`config.mk`:
```
export PLATFORM = sky130hd
export DESIGN_NAME = irm_decoder
export DESIGN_NICKNAME = d
export VERILOG_FILES = /design/src/shared/irm_pkg.sv /design/src/verilog/irm_decoder.sv
export SDC_FILE = /design/constraint.sdc
export NUM_CORES = 2
export LEC_CHECK = 0
export BUFFER_PORTS_ARGS = -buffer_cell sky130_fd_sc_hd__buf_2
export CAP_MARGIN = 40
export CORE_UTILIZATION = 35
export DETAILED_ROUTE_END_ITERATION = 10
export SKIP_LAST_GASP = 1
export SYNTH_ARGS = -nofsm -noshare
export SYNTH_HDL_FRONTEND = slang
export SYNTH_SLANG_ARGS = --single-unit
```
`constraint.sdc`:
```
create_clock -name i_clk -period 18 [get_ports i_clk]
set_input_delay 1.8 -clock i_clk [delete_from_list [all_inputs] [get_ports i_clk]]
set_output_delay 1.8 -clock i_clk [all_outputs]
set_load 0.01 [all_outputs]
```
`src/shared/irm_pkg.sv`:
```
/*
 * Shared constants for the interrupt remap decoder: register offsets and
 * field positions, request address fields, remap table entry layout,
 * fault reason codes and the decoder state type.
 * Assumes a byte-addressed register port with one 32-bit word per register.
 */
package irm_pkg;

    // ==========================================================
    // Register map (byte addresses, one aligned word each)
    localparam logic [7:0] IRM_OFF_CONTROL = 8'h00;
    localparam logic [7:0] IRM_OFF_TABLE_LO = 8'h04;
    localparam logic [7:0] IRM_OFF_TABLE_HI = 8'h08;
    localparam logic [7:0] IRM_OFF_INVAL = 8'h0c;
    localparam logic [7:0] IRM_OFF_FAULT = 8'h10;
    localparam logic [7:0] IRM_OFF_FAULT_CNT = 8'h14;
    localparam logic [7:0] IRM_OFF_CAP = 8'h18;

    localparam int IRM_CTL_REMAP_EN_BIT = 0;
    localparam int IRM_CTL_COMPAT_OK_BIT = 1;
    localparam int IRM_CTL_EXT_MODE_BIT = 2;
    localparam logic [2:0] IRM_CONTROL_RESET = 3'h0;
    localparam logic [31:0] IRM_TABLE_LO_RESET = 32'h0;
    localparam logic [31:0] IRM_TABLE_HI_RESET = 32'h0;
    localparam int IRM_INVAL_ALL_BIT = 0;
    localparam int IRM_INVAL_ONE_BIT = 1;
    localparam int IRM_FAULT_PEND_BIT = 31;

    // ==========================================================
    // Interrupt request address fields
    localparam logic [11:0] IRM_INTR_ID = 12'hfee;
    localparam int IRM_ADDR_FMT_BIT = 4;
    localparam int IRM_ADDR_SUBV_BIT = 3;
    localparam int IRM_ADDR_HMSB_BIT = 2;

    // ==========================================================
    // Remap table entry layout (128 bits)
    localparam int IRM_ENT_PRESENT = 0;
    localparam int IRM_ENT_SUPPRESS = 1;
    localparam int IRM_ENT_DEST_MODE = 2;
    localparam int IRM_ENT_REDIR = 3;
    localparam int IRM_ENT_TRIG = 4;
    localparam int IRM_ENT_DLVY_LO = 5;
    localparam int IRM_ENT_VEC_LO = 16;
    localparam int IRM_ENT_DEST_LO = 32;
    localparam int IRM_ENT_SRCID_LO = 64;
    localparam int IRM_ENT_SRCQ_LO = 80;
    localparam int IRM_ENT_VTYPE_LO = 82;
    localparam logic [127:0] IRM_ENT_RSVD_MASK = 128'hffff_ffff_fff0_0000_0000_0000_ff00_ff00;

    localparam logic [1:0] IRM_VTYPE_NONE = 2'h0;
    localparam logic [1:0] IRM_VTYPE_ID = 2'h1;
    localparam logic [1:0] IRM_VTYPE_BUS = 2'h2;

    // ==========================================================
    // Fault reasons
    localparam logic [7:0] IRM_FLT_RSVD_REQ = 8'h20;
    localparam logic [7:0] IRM_FLT_BOUNDS = 8'h21;
    localparam logic [7:0] IRM_FLT_NOT_PRESENT = 8'h22;
    localparam logic [7:0] IRM_FLT_FETCH_ERR = 8'h23;
    localparam logic [7:0] IRM_FLT_BAD_ENTRY = 8'h24;
    localparam logic [7:0] IRM_FLT_COMPAT_BLK = 8'h25;
    localparam logic [7:0] IRM_FLT_SOURCE = 8'h26;

    typedef enum logic [1:0] {IRM_IDLE, IRM_DECODE, IRM_FETCH, IRM_CHECK} irm_state_e;

endpackage

```
`src/verilog/irm_decoder.sv`:
```
/*
 * Interrupt remap decoder: classifies interrupt writes, passes or blocks
 * compatibility requests, remaps remappable ones through a cached table.
 * Assumes one clock, inputs synchronous to it, and a memory port that
 * answers each entry fetch with one done pulse.
 */
// Strobed register access and the register addresses were chosen for this implementation.
`timescale 1ns/1ps
module irm_decoder
    import irm_pkg::*;
#(
    parameter bit COHERENT = 1'b0,
    parameter int CACHE_DEPTH = 8
)
(
    input wire logic i_clk,
    input wire logic i_reset,
    input wire logic [7:0] i_reg_addr,
    input wire logic [31:0] i_reg_wdata,
    input wire logic i_reg_write,
    input wire logic i_reg_read,
    output logic [31:0] o_reg_rdata,
    input wire logic i_req_valid,
    output logic o_req_ready,
    input wire logic [31:0] i_req_addr,
    input wire logic [31:0] i_req_data,
    input wire logic [15:0] i_req_source,
    output logic o_fetch_req,
    output logic [63:0] o_fetch_addr,
    output logic o_fetch_nosnoop,
    input wire logic i_fetch_done,
    input wire logic [127:0] i_fetch_data,
    input wire logic i_fetch_err,
    output logic o_remap_valid,
    output logic [31:0] o_remap_dest,
    output logic [7:0] o_remap_vector,
    output logic [2:0] o_remap_delivery,
    output logic o_remap_dest_mode,
    output logic o_remap_redir_hint,
    output logic o_remap_trigger_mode,
    output logic o_remap_trigger_level,
    output logic o_compat_valid,
    output logic [31:0] o_compat_addr,
    output logic [31:0] o_compat_data,
    output logic o_fault_valid,
    output logic [7:0] o_fault_reason,
    output logic [15:0] o_fault_index
);

    localparam int CW = (CACHE_DEPTH > 1) ? $clog2(CACHE_DEPTH) : 1;

    initial
    begin
        if (CACHE_DEPTH < 2 || (CACHE_DEPTH & (CACHE_DEPTH - 1)) != 0)
            $error("CACHE_DEPTH must be a power of two of at least 2");
    end

    // ==========================================================
    // Registers
    irm_state_e state_ff, nxt_state;
    logic [2:0] control_ff;
    logic [31:0] table_lo_ff, table_hi_ff;
    logic [31:0] req_addr_ff, req_data_ff;
    logic [15:0] req_source_ff;
    logic [15:0] index_ff;
    logic [127:0] entry_ff;
    logic fault_pend_ff;
    logic [7:0] fault_reason_ff;
    logic [15:0] fault_index_ff;
    logic [31:0] fault_cnt_ff;
    logic [31:0] rdata_ff;
    logic [CACHE_DEPTH-1:0] cache_valid_ff;
    logic [127:0] cache_data_ff [CACHE_DEPTH];
    logic [15:0] cache_tag_ff [CACHE_DEPTH];
    logic fault_out_ff, remap_out_ff, compat_out_ff;
    logic [7:0] fault_out_reason_ff;
    logic [127:0] out_entry_ff;

    function automatic logic source_ok(input logic [127:0] ent, input logic [15:0] src);
        logic [15:0] eid;
        logic [15:0] mask;
        eid = ent[IRM_ENT_SRCID_LO +: 16];
        case (ent[IRM_ENT_SRCQ_LO +: 2])
            2'h1: mask = 16'hfffb;
            2'h2: mask = 16'hfff9;
            2'h3: mask = 16'hfff8;
            default: mask = 16'hffff;
        endcase
        case (ent[IRM_ENT_VTYPE_LO +: 2])
            IRM_VTYPE_NONE: source_ok = 1'b1;
            IRM_VTYPE_ID: source_ok = ((eid ^ src) & mask) == 16'h0;
            IRM_VTYPE_BUS: source_ok = (src[15:8] >= eid[15:8]) && (src[15:8] <= eid[7:0]);
            default: source_ok = 1'b0;
        endcase
    endfunction

    // ==========================================================
    // Register port decode
    wire wr_control = i_reg_write && i_reg_addr == IRM_OFF_CONTROL;
    wire wr_table_lo = i_reg_write && i_reg_addr == IRM_OFF_TABLE_LO;
    wire wr_table_hi = i_reg_write && i_reg_addr == IRM_OFF_TABLE_HI;
    wire wr_inval = i_reg_write && i_reg_addr == IRM_OFF_INVAL;
    wire wr_fault = i_reg_write && i_reg_addr == IRM_OFF_FAULT;
    wire inval_all = wr_inval && i_reg_wdata[IRM_INVAL_ALL_BIT];
    wire inval_one = wr_inval && i_reg_wdata[IRM_INVAL_ONE_BIT];
    wire [15:0] inval_index = i_reg_wdata[31:16];
    wire fault_clear = wr_fault && i_reg_wdata[IRM_FAULT_PEND_BIT];

    wire remap_en = control_ff[IRM_CTL_REMAP_EN_BIT];
    wire compat_ok = control_ff[IRM_CTL_COMPAT_OK_BIT];
    wire ext_mode = control_ff[IRM_CTL_EXT_MODE_BIT];

    wire [31:0] rd_mux =
        (i_reg_addr == IRM_OFF_CONTROL) ? {29'h0, control_ff} :
        (i_reg_addr == IRM_OFF_TABLE_LO) ? table_lo_ff :
        (i_reg_addr == IRM_OFF_TABLE_HI) ? table_hi_ff :
        (i_reg_addr == IRM_OFF_FAULT) ? {fault_pend_ff, 7'h0, fault_reason_ff, fault_index_ff} :
        (i_reg_addr == IRM_OFF_FAULT_CNT) ? fault_cnt_ff :
        (i_reg_addr == IRM_OFF_CAP) ? {31'h0, COHERENT} :
        32'h0;

    // ==========================================================
    // Request decode, evaluated in the decode state
    wire is_intr = req_addr_ff[31:20] == IRM_INTR_ID;
    wire fmt_remap = req_addr_ff[IRM_ADDR_FMT_BIT];
    wire sub_valid = req_addr_ff[IRM_ADDR_SUBV_BIT];
    // Bits 1:0 take part in no decode below and only pass out on o_compat_addr
    wire [15:0] handle = {req_addr_ff[IRM_ADDR_HMSB_BIT], req_addr_ff[19:5]};
    wire [15:0] subhandle = sub_valid ? req_data_ff[15:0] : 16'h0;
    wire rsvd_bad = sub_valid && req_data_ff[31:16] != 16'h0;
    // Sum kept 17 bits wide so a wrapping index still fails the bounds check
    wire [16:0] index17 = {1'b0, handle} + {1'b0, subhandle};
    wire [3:0] size_code = table_lo_ff[3:0];
    wire [16:0] entries = 17'h2 << size_code;
    wire in_bounds = index17 < entries;
    wire use_compat = !remap_en || !fmt_remap;
    wire compat_block = remap_en && (ext_mode || !compat_ok);
    wire [CW-1:0] slot = index17[CW-1:0];
    wire cache_hit = cache_valid_ff[slot] && cache_tag_ff[slot] == index17[15:0];
    wire [CW-1:0] fill_slot = index_ff[CW-1:0];

    // ==========================================================
    // Entry checks, evaluated in the check state
    wire ent_present = entry_ff[IRM_ENT_PRESENT];
    wire ent_suppress = entry_ff[IRM_ENT_SUPPRESS];
    wire ent_bad = (entry_ff & IRM_ENT_RSVD_MASK) != 128'h0
        || entry_ff[IRM_ENT_VTYPE_LO +: 2] == 2'h3;
    wire ent_src_ok = source_ok(entry_ff, req_source_ff);

    // ==========================================================
    // Next state and event selection
    logic ev_fault, ev_qual, ev_remap, ev_compat, ld_cache, ld_fetch;
    logic [7:0] ev_reason;

    always_comb
    begin
        nxt_state = state_ff;
        ev_fault = 1'b0;
        ev_qual = 1'b0;
        ev_remap = 1'b0;
        ev_compat = 1'b0;
        ev_reason = 8'h0;
        ld_cache = 1'b0;
        ld_fetch = 1'b0;
        case (state_ff)
            IRM_IDLE:
            begin
                if (i_req_valid)
                    nxt_state = IRM_DECODE;
            end
            IRM_DECODE:
            begin
                nxt_state = IRM_IDLE;
                if (!is_intr)
                    nxt_state = IRM_IDLE;
                else if (use_compat && compat_block)
                begin
                    ev_fault = 1'b1;
                    ev_reason = IRM_FLT_COMPAT_BLK;
                end
                else if (use_compat)
                    ev_compat = 1'b1;
                else if (rsvd_bad)
                begin
                    ev_fault = 1'b1;
                    ev_reason = IRM_FLT_RSVD_REQ;
                end
                else if (!in_bounds)
                begin
                    ev_fault = 1'b1;
                    ev_reason = IRM_FLT_BOUNDS;
                end
                else if (cache_hit)
                begin
                    ld_cache = 1'b1;
                    nxt_state = IRM_CHECK;
                end
                else
                    nxt_state = IRM_FETCH;
            end
            IRM_FETCH:
            begin
                if (i_fetch_done && i_fetch_err)
                begin
                    ev_fault = 1'b1;
                    ev_reason = IRM_FLT_FETCH_ERR;
                    nxt_state = IRM_IDLE;
                end
                else if (i_fetch_done)
                begin
                    ld_fetch = 1'b1;
                    nxt_state = IRM_CHECK;
                end
            end
            IRM_CHECK:
            begin
                nxt_state = IRM_IDLE;
                ev_qual = 1'b1;
                if (!ent_present)
                begin
                    ev_fault = 1'b1;
                    ev_reason = IRM_FLT_NOT_PRESENT;
                end
                else if (ent_bad)
                begin
                    ev_fault = 1'b1;
                    ev_reason = IRM_FLT_BAD_ENTRY;
                end
                else if (!ent_src_ok)
                begin
                    ev_fault = 1'b1;
                    ev_reason = IRM_FLT_SOURCE;
                end
                else
                    ev_remap = 1'b1;
            end
            default:
                nxt_state = IRM_IDLE;
        endcase
    end

    // Qualified faults still block, they are only kept quiet
    wire fault_report = ev_fault && !(ev_qual && ent_suppress);
    wire nxt_fault_pend = fault_report || (fault_pend_ff && !fault_clear);

    // ==========================================================
    // Control and status registers
    always_ff @(posedge i_clk or posedge i_reset)
    begin
        if (i_reset)
        begin
            state_ff <= IRM_IDLE;
            control_ff <= IRM_CONTROL_RESET;
            table_lo_ff <= IRM_TABLE_LO_RESET;
            table_hi_ff <= IRM_TABLE_HI_RESET;
            fault_pend_ff <= 1'b0;
            fault_cnt_ff <= 32'h0;
            rdata_ff <= 32'h0;
        end
        else
        begin
            state_ff <= nxt_state;
            if (wr_control)
                control_ff <= i_reg_wdata[2:0];
            if (wr_table_lo)
                table_lo_ff <= i_reg_wdata;
            if (wr_table_hi)
                table_hi_ff <= i_reg_wdata;
            fault_pend_ff <= nxt_fault_pend;
            if (fault_report)
                fault_cnt_ff <= fault_cnt_ff + 32'h1;
            rdata_ff <= i_reg_read ? rd_mux : 32'h0;
        end
    end

    // ==========================================================
    // Request capture and entry holding
    always_ff @(posedge i_clk or posedge i_reset)
    begin
        if (i_reset)
        begin
            req_addr_ff <= 32'h0;
            req_data_ff <= 32'h0;
            req_source_ff <= 16'h0;
            index_ff <= 16'h0;
            entry_ff <= 128'h0;
            fault_reason_ff <= 8'h0;
            fault_index_ff <= 16'h0;
        end
        else
        begin
            if (state_ff == IRM_IDLE && i_req_valid)
            begin
                req_addr_ff <= i_req_addr;
                req_data_ff <= i_req_data;
                req_source_ff <= i_req_source;
            end
            if (state_ff == IRM_DECODE)
                index_ff <= index17[15:0];
            if (ld_cache)
                entry_ff <= cache_data_ff[slot];
            else if (ld_fetch)
                entry_ff <= i_fetch_data;
            if (fault_report)
            begin
                fault_reason_ff <= ev_reason;
                fault_index_ff <= (state_ff == IRM_DECODE) ? index17[15:0] : index_ff;
            end
        end
    end

    // ==========================================================
    // Entry cache; an invalidate-all in the fill cycle wins, a single invalidate then matches only the slot's old tag
    always_ff @(posedge i_clk or posedge i_reset)
    begin
        if (i_reset)
            cache_valid_ff <= '0;
        else
        begin
            for (int i = 0; i < CACHE_DEPTH; i++)
            begin
                if (inval_all || (inval_one && cache_tag_ff[i] == inval_index))
                    cache_valid_ff[i] <= 1'b0;
                else if (ld_fetch && fill_slot == CW'(i))
                    cache_valid_ff[i] <= 1'b1;
            end
        end
    end

    always_ff @(posedge i_clk)
    begin
        if (ld_fetch)
        begin
            cache_data_ff[fill_slot] <= i_fetch_data;
            cache_tag_ff[fill_slot] <= index_ff;
        end
    end

    // ==========================================================
    // Output events, one cycle each
    always_ff @(posedge i_clk or posedge i_reset)
    begin
        if (i_reset)
        begin
            fault_out_ff <= 1'b0;
            fault_out_reason_ff <= 8'h0;
            remap_out_ff <= 1'b0;
            compat_out_ff <= 1'b0;
            out_entry_ff <= 128'h0;
        end
        else
        begin
            fault_out_ff <= fault_report;
            fault_out_reason_ff <= ev_reason;
            remap_out_ff <= ev_remap;
            compat_out_ff <= ev_compat;
            if (ev_remap)
                out_entry_ff <= entry_ff;
        end
    end

    assign o_reg_rdata = rdata_ff;
    assign o_req_ready = state_ff == IRM_IDLE;
    assign o_fetch_req = state_ff == IRM_FETCH;
    assign o_fetch_addr = {table_hi_ff, table_lo_ff[31:12], 12'h0} + {44'h0, index_ff, 4'h0};
    assign o_fetch_nosnoop = !COHERENT;
    assign o_remap_valid = remap_out_ff;
    assign o_remap_dest = out_entry_ff[IRM_ENT_DEST_LO +: 32];
    assign o_remap_vector = out_entry_ff[IRM_ENT_VEC_LO +: 8];
    assign o_remap_delivery = out_entry_ff[IRM_ENT_DLVY_LO +: 3];
    assign o_remap_dest_mode = out_entry_ff[IRM_ENT_DEST_MODE];
    assign o_remap_redir_hint = out_entry_ff[IRM_ENT_REDIR];
    assign o_remap_trigger_mode = out_entry_ff[IRM_ENT_TRIG];
    assign o_remap_trigger_level = 1'b1;
    assign o_compat_valid = compat_out_ff;
    assign o_compat_addr = req_addr_ff;
    assign o_compat_data = req_data_ff;
    assign o_fault_valid = fault_out_ff;
    assign o_fault_reason = fault_out_reason_ff;
    assign o_fault_index = fault_index_ff;
endmodule

```
==> results.md <==
* All-Layer GR Usage at 18.80%
* Max stage delay on crit path at approximately 1.3 ns
* Hold crit path type: register to register
* EDFF count, synth at roughly 1.2k
* CP max FO at between 100 and 150
* Top cells by area, synth: edfxtp_1 53%, dfrtp_1 17%, mux4_2 9.7%
* CTS resizes at 0
* Max cap viols at 0
* Critical-path cell list: and2_1 -> ha_4 -> fa_4 -> buf_12 -> ha_1 -> o21ai_0 -> a211oi_1 -> o31ai_1 -> o21ai_0 -> a21oi_1 -> o2111ai_1 -> or4_4 -> and2_4 -> buf_4 -> buf_4 -> a21o_1
* DRT Pass-1 Iters at 6
* Yosys Warn Count at 0
* Setup_tns at 0 ns
* Final Power at between 0.01 and 0.015 W
* Commonest non-fill, non-tap cell in the layout: edfxtp_1
* Fmax achieved at roughly 150 MHz
* Crit end category: register
* Largest delay share family, worst path: adder cells
* Largest net degree at the start of global routing at between 100 and 150
* Num ports at 492
* Status: completed
* H-tree depth at 4
* Minimum clock period at 6.644 ns
* Crit path buffers/inverters at 3
* Die Height at 434.9 um
* Sequential element share of the synthesized area at between 60% and 70%
* Crit path DAT at around 7.3 ns
* Core area at approximately 190000 um2
* CP Class: register to register
* Required @ worst endpoint at approximately 19 ns
* Hold Violations, Final at 0
* Util after Layout at between 40% and 50%
* Initial Util at 35.30%
* Chip width at roughly 430 um
* PD cells at 158.5 nW/um2
* Fin Hold WS at between 0.4 and 0.5 ns
* Via count at 36.61k
* TritonCTS buffer count at 168
* Yosys cell types at 75
* Vias in the first global route at ~38k
* Final Max Tran Viols at 0
* Slowest cell on crit path: fa_4
* Worst-margin pin slew at ~0.95 ns
* Clk_skew at between 0.07 and 0.08 ns
* Slew headroom at 35.81%
* Leakage at ~28 nW
* Via density at 5.245
* Initial antenna violation count at 71
* Setup repair bufs after CTS at 0
* Detail Placement HPWL at 113000 um
* Final #Nets at between 4k and 5k
* Filler cells at approximately 17k
* RSZ-0062 raised after global routing: false
* Detail Route Antenna Nets at 0
* Worst VDD drop at 0.3124 mV
* Fraction of registers with async set or reset after synthesis at roughly 28%
* Most used DFF post-synth: edfxtp_1
* Initial DRC Count at 2885
* Layout area overhead at 17.73%
* Routed len/inst at around 26 um
* Reg2reg start: o_compat_addr[3]$_DFFE_PP0P_
* Synth Instances at ~3.8k
* Grt total ovfl at 0
* Clk sink count at ~1.6k
* CP Launch Type: register
* Root Buffer: clkbuf_16
* Maximum clock path buffer count at 3
* Cell Area, Synth at approximately 66000 um2
* Clk_lat worst skew at slightly above 0.8 ns
* Synth Register Bits at 1591
* Clock transition at path regs at 0.06 ns
* Placer Congestion at 0.8715
* Most frequent cells in the layout: 1152 x edfxtp_1, 484 x buf_2, 439 x dfrtp_1
* FF/Latch Area at roughly 46000 um2
* Hold-fix buffers, CTS at 0
* DRC at 0
* # rows at about 160
* Final period utilization at between 30% and 40%
* Footprint of the multi-input gates at 18980 um2
* Layout cells sized above 1 at 30.20%
* WL final at 179300 um
* Top cell type's share of synthesized area at 52.74%
* Port buffer count at just under 500
* Crit path from: o_compat_addr[3]$_DFFE_PP0P_
* Placed inst area at slightly above 70000 um2
* Hold path start: fault_reason_ff[5]$_DFFE_PP0P_
* Setup violators final at 0
* Top cell type by total area after synthesis: edfxtp_1
* CTS tree: built
* Avg Synthesized Cell Area at between 15 and 20 um2
* DIE AREA at approximately 190000 um2
* Global-route wire length before repair at about 260000 um
* Post-route cell area at roughly 77000 um2
-- power breakdown --
part	switching (W)	internal (W)	leakage, nW
sequential	0.000192	0.00410	15.6
clock	0.00150	0.00207	2.79
combinational	0.00229	0.00209	9.89
-- cells in the mapped netlist (11+ instances only) --
cell      number
edfxtp_1    1152
dfrtp_1      439
mux4_2       282
nand2_1      225
mux2_2       220
xor2_1       163
o21ai_0      157
a21o_1       147
mux2i_1      142
clkbuf_1     139
nor2_1        70
xnor2_1       69
nor4_1        60
ha_1          55
inv_1         49
nand4_1       46
a21oi_1       44
nand3_1       41
a222oi_1      29
buf_1         28
and3_1        24
and2_1        23
buf_4         20
nor3_1        20
buf_6         16
nor2b_1       11
-- logic make-up (layout without fill, tap and decap cells) --
logic type      Yosys count  in the layout  synth area share [%]
compound gates          450            450                 4.567
other cells               2             27               0.01145
flops                  1591           1591                 69.49
xor+xnor                234            234                 3.157
fa+ha+maj                57             57                 1.110
simple gates            562            562                 4.229
mux                     644            644                 15.63
buf+inv                 261            935                 1.807
-- layout make-up --
cell class | instances | share of cell area (%)
repair buffers | 568 | 4.548
inverters | 50 | 0.2625
multi-input cells | 1957 | 24.59
well taps | 2480 | 4.019
diodes | 17 | 0.05509
clock buffers | 232 | 6.144
clock inverters | 85 | 1.358
flip-flops and latches | 1591 | 59.03
-- worst register-to-register path: cells and delay by family, from the launching register on --
family	cells	cell delay, ns
fa+ha+maj	3	1.83
buf+inv	3	1.55
compound gates	7	1.52
simple gates	3	1.08
flops	1	0.53
-- worst paths after layout --
kind | end | slack [ns] | depth (start not counted)
worst max-delay path | entry_ff[113]$_DFFE_PP0P_ | 11.36 | 16
worst min register to register | fault_reason_ff[5]$_DFFE_PP0P_ | 0.47 | 1
max in group asynchronous | entry_ff[50]$_DFFE_PP0P_ | 14.77 | 4
worst max register to register | entry_ff[113]$_DFFE_PP0P_ | 11.36 | 16
worst min-delay path | fault_reason_ff[5]$_DFFE_PP0P_ | 0.47 | 1
min in group asynchronous | o_compat_addr[21]$_DFFE_PP0P_ | 1.09 | 2
-- registers in the layout (all words and copies together) (netlist names), 16 cells and up --
register       count
o_fault_index     16
req_source_ff     16
fault_cnt_ff      32
cache_tag_ff     128
table_lo_ff       32
index_ff          16
entry_ff         128
table_hi_ff       32
cache_data_ff   1024
o_reg_rdata       32
out_entry_ff      46
o_compat_data     32
o_compat_addr     32
-- through the flow --
stage / worst slack (ns) / std cells
3_3_place_gp: 11.14 / 6618
2_1_floorplan: 0.03431 / 3809
6_report: 11.36 / 6980
5_1_grt: 10.81 / 6975
3_5_place_dp: 11.15 / 6646
4_1_cts: 11.13 / 6963
-- routing by layer --
layer	GRT usage, %	vias up	routed length (um)
li1	-	15901	-
met1	23.66	19165	72090
met2	32.27	1150	90810
met3	3.452	356	9713
met4	6.855	40	6437
met5	0	-	269
No activity file was read; power rests on OpenSTA's default activity.
